### src/core/ext_bus_pkg.sv
package ext_bus_pkg;
  localparam int unsigned CLK_PERIOD_NS = 100;
  localparam int unsigned MEM_ACCESS_NS = 150;
  localparam int unsigned MEM_ACCESS_CYCLES = (MEM_ACCESS_NS + CLK_PERIOD_NS - 1) / CLK_PERIOD_NS;
  localparam int unsigned SYNC_STAGES = 2;
  localparam int unsigned STROBE_CYCLES = MEM_ACCESS_CYCLES + SYNC_STAGES;
  localparam int unsigned CNT_W = 4;
  localparam logic [CNT_W-1:0] CNT_ZERO = 4'h0;
  localparam logic [CNT_W-1:0] CNT_ONE = 4'h1;
  localparam logic [15:0] ROM_LIMIT_DEFAULT = 16'h2000;
  localparam logic [7:0] BYTE_ZERO = 8'h00;
  localparam logic [7:0] BYTE_ONES = 8'hff;
  localparam logic [7:0] UPPER_RESET = 8'hff;
  localparam logic [9:0] SYNC_PASS_IN_RESET = 10'h100;

  typedef enum logic [1:0] {
    ST_IDLE = 2'h0,
    ST_ADDR = 2'h1,
    ST_FLOAT = 2'h3,
    ST_STROBE = 2'h2
  } bus_state_type;
endpackage

### src/core/pin_sync_if.sv
`timescale 1ns/1ns
interface pin_sync_if;
  logic [9:0] raw;
  logic [9:0] synced;
  modport owner (output raw, input synced);
  modport stage (input raw, output synced);
endinterface

### src/core/ext_bus_port.sv
`timescale 1ns/1ns
// How it works
// - The address latch strobe pulses at the start of each external cycle while both address bytes are driven.
// - One eight-bit three-state port carries the low address byte first and then the data byte.
// - With the code source select low, every program fetch goes over the external bus.
// - With the code source select high, program addresses below the on-chip ROM limit are fetched inside.
// - The code source select is sampled during reset and held until the next reset.
// - The upper address byte of every external access is driven on a dedicated eight-bit port.
// - The active-low program read strobe asserts for external program reads.
// - The active-low data read strobe asserts for external data reads, apart from the program strobe.
module ext_bus_port
  import ext_bus_pkg::*;
#(
  parameter logic [15:0] ROM_LIMIT = ROM_LIMIT_DEFAULT
)
(
  input wire logic clk,
  input wire logic rst_n,
  input wire logic req_valid,
  output logic req_ready,
  input wire logic [15:0] req_addr,
  input wire logic req_is_code,
  output logic resp_valid,
  output logic [7:0] resp_data,
  output logic resp_internal,
  output logic [15:0] rom_addr,
  input wire logic [7:0] rom_data,
  output logic address_latch_strobe,
  output logic [7:0] upper_address_lines,
  input wire logic [7:0] muxed_addr_data_lines_in,
  output logic [7:0] muxed_addr_data_lines_out,
  output logic [7:0] muxed_addr_data_lines_oe,
  output logic program_read_strobe_n,
  output logic data_read_strobe_n,
  input wire logic code_source_select,
  input wire logic host_interrupt_input,
  output logic modem_host_interrupt,
  output logic code_source_latched
);
  // ----------------------------------------
  // Pin synchronisers
  // ----------------------------------------
  pin_sync_if pins ();
  assign pins.raw = {host_interrupt_input, code_source_select, muxed_addr_data_lines_in};

  pin_sync u_sync
  (
    .clk(clk),
    .rst_n(rst_n),
    .sig(pins)
  );

  logic [7:0] bus_in_sync;
  logic strap_sync;
  assign bus_in_sync = pins.synced[7:0];
  assign strap_sync = pins.synced[8];
  assign modem_host_interrupt = pins.synced[9];

  // ----------------------------------------
  // Strap capture
  // ----------------------------------------
  logic strap_reg;

  always_ff @(posedge clk)
  begin
    if (!rst_n)
      strap_reg <= strap_sync;
  end
  assign code_source_latched = strap_reg;

  // ----------------------------------------
  // Bus sequencer
  // ----------------------------------------
  bus_state_type state_reg;
  logic [CNT_W-1:0] cnt_reg;
  logic is_code_reg;
  logic [15:0] addr_reg;
  logic internal_hit;
  logic take;

  // Internal only when strap is high and the address is in ROM range.
  assign internal_hit = req_is_code && strap_reg && (req_addr < ROM_LIMIT);
  assign req_ready = (state_reg == ST_IDLE);
  assign take = req_valid && req_ready;
  assign rom_addr = req_addr;

  always_ff @(posedge clk)
  begin
    if (!rst_n)
    begin
      state_reg <= ST_IDLE;
      cnt_reg <= CNT_ZERO;
      is_code_reg <= 1'b0;
      addr_reg <= 16'h0000;
    end
    else
    begin
      unique case (state_reg)
        ST_IDLE:
        begin
          if (take && !internal_hit)
          begin
            state_reg <= ST_ADDR;
            addr_reg <= req_addr;
            is_code_reg <= req_is_code;
          end
        end
        ST_ADDR:
          state_reg <= ST_FLOAT;
        ST_FLOAT:
        begin
          state_reg <= ST_STROBE;
          cnt_reg <= CNT_W'(STROBE_CYCLES);
        end
        ST_STROBE:
        begin
          cnt_reg <= cnt_reg - CNT_ONE;
          if (cnt_reg == CNT_ONE)
            state_reg <= ST_IDLE;
        end
      endcase
    end
  end

  // ----------------------------------------
  // Pin drive
  // ----------------------------------------
  always_ff @(posedge clk)
  begin
    if (!rst_n)
    begin
      address_latch_strobe <= 1'b0;
      upper_address_lines <= UPPER_RESET;
      muxed_addr_data_lines_out <= BYTE_ONES;
      muxed_addr_data_lines_oe <= BYTE_ZERO;
      program_read_strobe_n <= 1'b1;
      data_read_strobe_n <= 1'b1;
    end
    else
    begin
      address_latch_strobe <= 1'b0;
      muxed_addr_data_lines_oe <= BYTE_ZERO;
      program_read_strobe_n <= 1'b1;
      data_read_strobe_n <= 1'b1;
      if (take && !internal_hit)
      begin
        address_latch_strobe <= 1'b1;
        upper_address_lines <= req_addr[15:8];
        muxed_addr_data_lines_out <= req_addr[7:0];
        muxed_addr_data_lines_oe <= BYTE_ONES;
      end
      else if (state_reg == ST_FLOAT || (state_reg == ST_STROBE && cnt_reg != CNT_ONE))
      begin
        program_read_strobe_n <= !is_code_reg;
        data_read_strobe_n <= is_code_reg;
      end
    end
  end

  // ----------------------------------------
  // Answer
  // ----------------------------------------
  always_ff @(posedge clk)
  begin
    if (!rst_n)
    begin
      resp_valid <= 1'b0;
      resp_data <= BYTE_ZERO;
      resp_internal <= 1'b0;
    end
    else
    begin
      resp_valid <= 1'b0;
      if (take && internal_hit)
      begin
        resp_valid <= 1'b1;
        resp_data <= rom_data;
        resp_internal <= 1'b1;
      end
      else if (state_reg == ST_STROBE && cnt_reg == CNT_ONE)
      begin
        resp_valid <= 1'b1;
        resp_data <= bus_in_sync;
        resp_internal <= 1'b0;
      end
    end
  end
endmodule

### src/core/pin_sync.sv
`timescale 1ns/1ns
module pin_sync
  import ext_bus_pkg::*;
(
  input wire logic clk,
  input wire logic rst_n,
  pin_sync_if.stage sig
);
  logic [9:0] first_reg;
  logic [9:0] second_reg;

  // Two flops; the first is read by the second only.
  always_ff @(posedge clk)
  begin
    if (!rst_n)
    begin
      // The strap bit keeps moving through reset so that it can be captured there.
      first_reg <= sig.raw & SYNC_PASS_IN_RESET;
      second_reg <= first_reg & SYNC_PASS_IN_RESET;
    end
    else
    begin
      first_reg <= sig.raw;
      second_reg <= first_reg;
    end
  end

  assign sig.synced = second_reg;
endmodule

### config.mk
export PLATFORM = sky130hd
export DESIGN_NAME = ext_bus_port
export DESIGN_NICKNAME = d
export VERILOG_FILES = /design/src/core/ext_bus_pkg.sv /design/src/core/pin_sync_if.sv /design/src/core/ext_bus_port.sv /design/src/core/pin_sync.sv
export SDC_FILE = /design/constraint.sdc
export NUM_CORES = 1
export LEC_CHECK = 0
export ABC_AREA = 1
export BUFFER_PORTS_ARGS = -buffer_cell sky130_fd_sc_hd__buf_2
export CORE_ASPECT_RATIO = 0.7
export CORE_MARGIN = 2
export CORE_UTILIZATION = 43
export CTS_CLUSTER_DIAMETER = 100
export CTS_CLUSTER_SIZE = 8
export DETAILED_ROUTE_END_ITERATION = 10
export GPL_TIMING_DRIVEN = 0
export PLACE_DENSITY = 0.77
export SETUP_SLACK_MARGIN = 0.4
export SLEW_MARGIN = 20
export SYNTH_ARGS = -nofsm -noshare
export SYNTH_HDL_FRONTEND = slang
export SYNTH_SLANG_ARGS = --single-unit
### constraint.sdc
create_clock -name clk -period 1.45 [get_ports clk]
set_clock_uncertainty 0.15 [all_clocks]
set_input_delay 0.29 -clock clk [delete_from_list [all_inputs] [get_ports clk]]
set_output_delay 0.29 -clock clk [all_outputs]
set_load 0.005 [all_outputs]
== Word level (Yosys, flattened, before mapping) ==
Index checks and enable logic that the tools add are counted.

* Bits in registers: 65
* Bits of input ports: 38
* Output and inout port bits: 56
* Word-level logic and storage cells: 56

* $add $sub $neg: 1
* $lt $le $gt $ge: 1
* Equality and inequality tests: 7
* Multiplexer cells: 12
* Bitwise logic cells: 2
* Reduce and logical (&&, ||, !) cells: 16

{| class="wikitable"
|+ Operator list
! kind !! count
|-
| $mux W8 || 3
|-
| $lt A16 B14 Y1 const B || 1
|-
| $pmux W2 S4 || 1
|-
| $pmux W4 S2 || 1
|-
| $logic_and A1 B1 Y1 || 7
|-
| $mux W1 || 5
|-
| $eq A2 B2 Y1 const B || 2
|-
| $eq A4 B1 Y1 const B || 1
|-
| $mux W2 || 2
|-
| $ne A4 B1 Y1 const B || 1
|-
| $reduce_and A2 Y1 || 2
|-
| $reduce_bool A2 Y1 || 2
|-
| $sub A4 B1 Y4 const B || 1
|-
| $reduce_or A3 Y1 || 1
|-
| $eq A2 B1 Y1 const B || 1
|-
| $logic_not A1 Y1 || 2
|-
| $logic_not A2 Y1 || 1
|-
| $ne A2 B1 Y1 const B || 1
|-
| $ne A2 B2 Y1 const B || 1
|-
| $not A1 Y1 || 2
|-
| $logic_or A1 B1 Y1 || 1
|}

== Depth between registers and ports, before layout ==
* Depth in word-level cells: 6
* Mapped depth: 8
* Gate-level depth less buffers: 7

== By module ==
Synthesis repeated with hierarchy kept, for this count alone.

* Cell total of the unflattened synthesis: 281
* Area, all modules: 2336.0 um^2

{| class="wikitable"
|+ Modules (own cells, without submodules)
! module !! instances !! cells an instance !! area each (um^2)
|-
| ext_bus_port || 1 || 223 || 1766.7
|-
| pin_sync || 1 || 58 || 569.3
|}

== Least setup slack after synthesis ==
No wires, ideal clock.

* Kind: flip-flop to flip-flop
* From: register state_reg[1]
* To: register resp_data[2]
* Library setup time: 0.133 ns
* Arrival time: 1.262 ns
* Required time: 1.167 ns
* Slack: -0.095 ns
* Stages on the path, launching flop included: 7
* Path buffers: 2
* Cell sequence: dfxtp_1 buf_6 nor3b_4 nand2_2 buf_4 nand3_1 a21oi_1

* Word-level cells in the longest chain between the ends: 4
* Elaborated cells on any way between the ends: 7
* Those cells by class: eq/ne (1); mux (1); reduce/logical (5)

{| class="wikitable"
|+ RTL lines
! item !! RTL line !! source
|-
| from (decl) || ext_bus_port.sv:74 || <nowiki>bus_state_type state_reg;</nowiki>
|-
| from (signal assigned) || ext_bus_port.sv:91 || <nowiki>state_reg <= ST_IDLE;</nowiki>
|-
| from (signal assigned) || ext_bus_port.sv:103 || <nowiki>state_reg <= ST_ADDR;</nowiki>
|-
| from (signal assigned) || ext_bus_port.sv:109 || <nowiki>state_reg <= ST_FLOAT;</nowiki>
|-
| $logic_not A2 Y1 || ext_bus_port.sv:83 || <nowiki>assign req_ready = (state_reg == ST_IDLE);</nowiki>
|-
| $logic_and A1 B1 Y1 || ext_bus_port.sv:84 || <nowiki>assign take = req_valid && req_ready;</nowiki>
|-
| $logic_and A1 B1 Y1 || ext_bus_port.sv:174 || <nowiki>if (take && internal_hit)</nowiki>
|-
| $mux W8 or $reduce_bool A2 Y1 (tied branches) || n/a ||
|-
| to (signal assigned) || ext_bus_port.sv:177 || <nowiki>resp_data <= rom_data;</nowiki>
|-
| to (signal assigned) || ext_bus_port.sv:183 || <nowiki>resp_data <= bus_in_sync;</nowiki>
|-
| to (decl) || ext_bus_port.sv:24 || <nowiki>output logic [7:0] resp_data,</nowiki>
|}

Several ways; a longest one is shown, not always the timed one.
A chain may end at the register's enable or synchronous reset.

== Worst setup path after layout ==
* From: register strap_reg (netlist: code_source_latched)
* To: register upper_address_lines[4]

* Word-level cells in the longest chain between the ends: 4

{| class="wikitable"
|+ RTL lines
! item !! RTL line !! source
|-
| from (decl) || ext_bus_port.sv:62 || <nowiki>logic strap_reg;</nowiki>
|-
| from (signal assigned) || ext_bus_port.sv:67 || <nowiki>strap_reg <= strap_sync;</nowiki>
|-
| $logic_and A1 B1 Y1 (2 in series) || ext_bus_port.sv:82 || <nowiki>assign internal_hit = req_is_code && strap_reg && (req_addr < ROM_LIMIT);</nowiki>
|-
| $logic_not A1 Y1 || ext_bus_port.sv:145 || <nowiki>if (take && !internal_hit)</nowiki>
|-
| $logic_and A1 B1 Y1 || ext_bus_port.sv:145 ||
|-
| to (signal assigned) || ext_bus_port.sv:148 || <nowiki>upper_address_lines <= req_addr[15:8];</nowiki>
|-
| to (decl) || ext_bus_port.sv:29 || <nowiki>output logic [7:0] upper_address_lines,</nowiki>
|}

No other way between the ends.

==> qor.txt <==
Status -> finished with violations
Violated checks -> setup timing
Share of layout cells above drive strength 1 -> 59.8%
# rows -> 22
Maxcap violations -> 0
Post-synth top flop -> dfxtp_1
CTS sink count -> 57
CP Capture Point -> upper_address_lines[4]
Top-Level Pins -> 94
RSZ-0062 raised after global routing -> yes
Syn avg cell area -> 8.30 um2
Max Clk Rate -> 0.595 GHz
Critical path startpoint -> code_source_latched
Non-Filler Cell Area, Final -> 4270 um2
# DRC -> 0
Fin crit period -> 1680 ps
VDD IR max -> 0.000803 V
Die X-Extent -> 92.2 um
Max-slew violations -> 0
Number of flops mapped to enable cells by yosys -> 1
First-pass GRT wire length -> 10.7 mm
P_leak -> 2.00 nW
Pwr dens -> 1050 nW/um2
Clk root buf -> clkbuf_8
# port buffers -> 92
Storage cell area -> 1190 um2
Synth Cell Area -> 2340 um2
Area used by multi-input combinational logic -> 1040 um2
GRT Total Usage -> 23.5%
Worst slew margin -> 56.8%
Nets -> 464
Worst EP arrival -> 1760 ps
Crit path max-delay cell type -> edfxtp_1
Post-synth ARST share -> 0%
Die area -> 6060 um2
Clk buf depth -> 2
Fill cells -> 289
Post-route ant nets -> 0
Largest net degree at the start of global routing -> 11
CP peak stage delay -> 430 ps
Synth Net Count -> 322
Critical R2R Capture -> upper_address_lines[4]
Hpwl dp -> 3.93 mm
Sequential share of the synthesized area -> 49.2%
Warnings, synthesis -> 0
Reg2Reg Depth -> 6
Kind of critical path -> register to register
Routed WL -> 9.01 mm
Congestion Overflow GR -> 0
CTS buffer count -> 9
Part of the cycle the worst path needs -> 116%
Final setup viols -> 28
R2R setup slack -> -230 ps
Critical path launch point type -> register
Cell variety after synth -> 27
Hold slack -> 1.72 ps
Slew @ Worst Pin -> 648 ps
H-tree depth -> 3
Vias per std cell -> 5.21
Critical Path End Type -> register
Total core area -> 5260 um2
Initial antenna violation count -> 1
Worst r2r src -> code_source_latched
Total power -> 4.47 mW
DRT Pass-1 Iters -> 5
Vias in the first global route -> 2235
Initial Util -> 44.5%
Via count of the routed design -> 2612
Routed length per placed instance -> 18.0 um
CP required -> 1530 ps
Final Hold Vio Count -> 0
Post-Place Cell Area -> 2980 um2
Seq cells post-synth -> 57
Area growth syn-to-layout -> 82.3%
Iter 0 DRT Violations -> 202
Chip height -> 65.7 um
Syn Inst Count -> 282
Setup tns final -> -2970 ps
CP cell instances -> nand3_4, o21ai_4, nand2_4, buf_12, nor2_1, nor2_1
Worst skew pair latency -> 340 ps
CTS tree -> done
CTS clk-pin slew, worst paths -> 70 ps
Global placement routability congestion -> 0.853
CP Max Fanout -> 10
Hold Path Class -> input port to register
Most frequent CP cell -> nor2_1
Setup ws final -> -230 ps
through the flow:
| stage | setup WS [ps] | std cells | util [%] |
|---|---|---|---|
| after floorplan | -72.8 | 282 | - |
| after global placement | -314 | 446 | 56.6 |
| after detailed placement | -347 | 446 | 56.6 |
| after CTS | -19.2 | 481 | 72.9 |
| after global routing | -217 | 501 | 81.1 |
| final | -230 | 501 | 81.1 |
area by class of cell:
class	instances	share of cell area [%]
flip-flops and latches	57	28.0
clock buffers	12	3.64
repair buffers	129	27.8
diodes	1	0.0587
clock inverters	3	0.939
plain buffers	37	9.77
inverters	35	3.20
multi-input cells	155	24.5
well taps	72	2.11
critical path, delay by kind of cell, from the launching register on:
kind	cells	cell delay [ps]
flip-flops	1	430
AO/OA/AOI/OAI	1	320
AND/OR/NAND/NOR	4	490
buffers and inverters	1	160
per-layer routing:
layer / vias to the layer above / wire length, um / global-route usage, %
met4: 0 / 580 / 11.9
met3: 57 / 702 / 8.03
li1: 1157 / - / -
met1: 1223 / 3230 / 25.9
met2: 175 / 4490 / 40.8
met5: - / 0 / 0
how the worst min path moves through the flow:
stage               slack (ps)                      endpoint                        start  cells after the start
floorplan                  160          u_sync.sig.synced[8]          u_sync.first_reg[8]                      0
global placement           160          u_sync.sig.synced[8]          u_sync.first_reg[8]                      0
detailed placement         160          u_sync.sig.synced[8]          u_sync.first_reg[8]                      0
CTS                          7  muxed_addr_data_lines_out[7]                  req_addr[7]                      3
global route                10  muxed_addr_data_lines_out[1]                  req_addr[1]                      3
finish                       2           u_sync.first_reg[4]  muxed_addr_data_lines_in[4]                      3
synth_stat cells (all sizes together), types with 3 or more instances:
| library cell | n | share of area [%] |
|---|---|---|
| a21oi | 15 | 3.2 |
| nor2 | 33 | 5.5 |
| clkbuf | 4 | 0.64 |
| inv | 35 | 5.6 |
| nand3 | 18 | 3.9 |
| nand4 | 9 | 2.4 |
| dfxtp | 56 | 48 |
| o21ai | 3 | 1.1 |
| buf | 33 | 11 |
| nor3 | 13 | 3.9 |
| o211ai | 3 | 1.6 |
| nand2 | 53 | 8.9 |
cells by family (layout without fill, tap and decap cells):
group	Yosys count	in the layout	synth area share, %
other cells	0	1	0
buf+inv	72	216	17.5
compound gates	22	22	6.20
simple gates	128	130	25.7
flops	57	57	49.2
fa+ha+maj	2	2	1.07
xor+xnor	1	1	0.374
power breakdown:
group / switching [mW] / leakage [nW] / internal (mW) / total, mW
registers: 0.0940 / 0.471 / 1.69 / 1.79
clock network: 0.629 / 0.102 / 0.872 / 1.50
logic: 0.547 / 1.43 / 0.633 / 1.18
total: 1.27 / 2.00 / 3.20 / 4.47
timing repair:
| action | 4_1_cts | 5_1_grt |
|---|---|---|
| pin swaps | 7 | 11 |
| cloned | 2 | 3 |
| setup endpoints to repair | 91 | 85 |
| hold buffers | 9 | 0 |
| gates resized for setup | 115 | 54 |
| endpoints found under the hold margin | 9 | 0 |
| buffers inserted | 9 | 16 |
layout by cell type, fill, tap and decap left out, drive strengths merged:
cell         synthesis  final
clkbuf               4     16
nor2                33     33
bufinv               0      1
dlygate4sd3          0      9
inv                 35     35
nor3b                2      2
nor3                13     13
clkinv               0      2
nand4                9      9
nand3               18     19
a31oi                1      1
diode                0      1
nand2               53     54
edfxtp               1      1
xor2                 1      1
o21ai                3      3
buf                 33    153
o211ai               3      3
ha                   2      2
a21oi               15     15
dfxtp               56     56
Power figures use the tool's default switching activity.
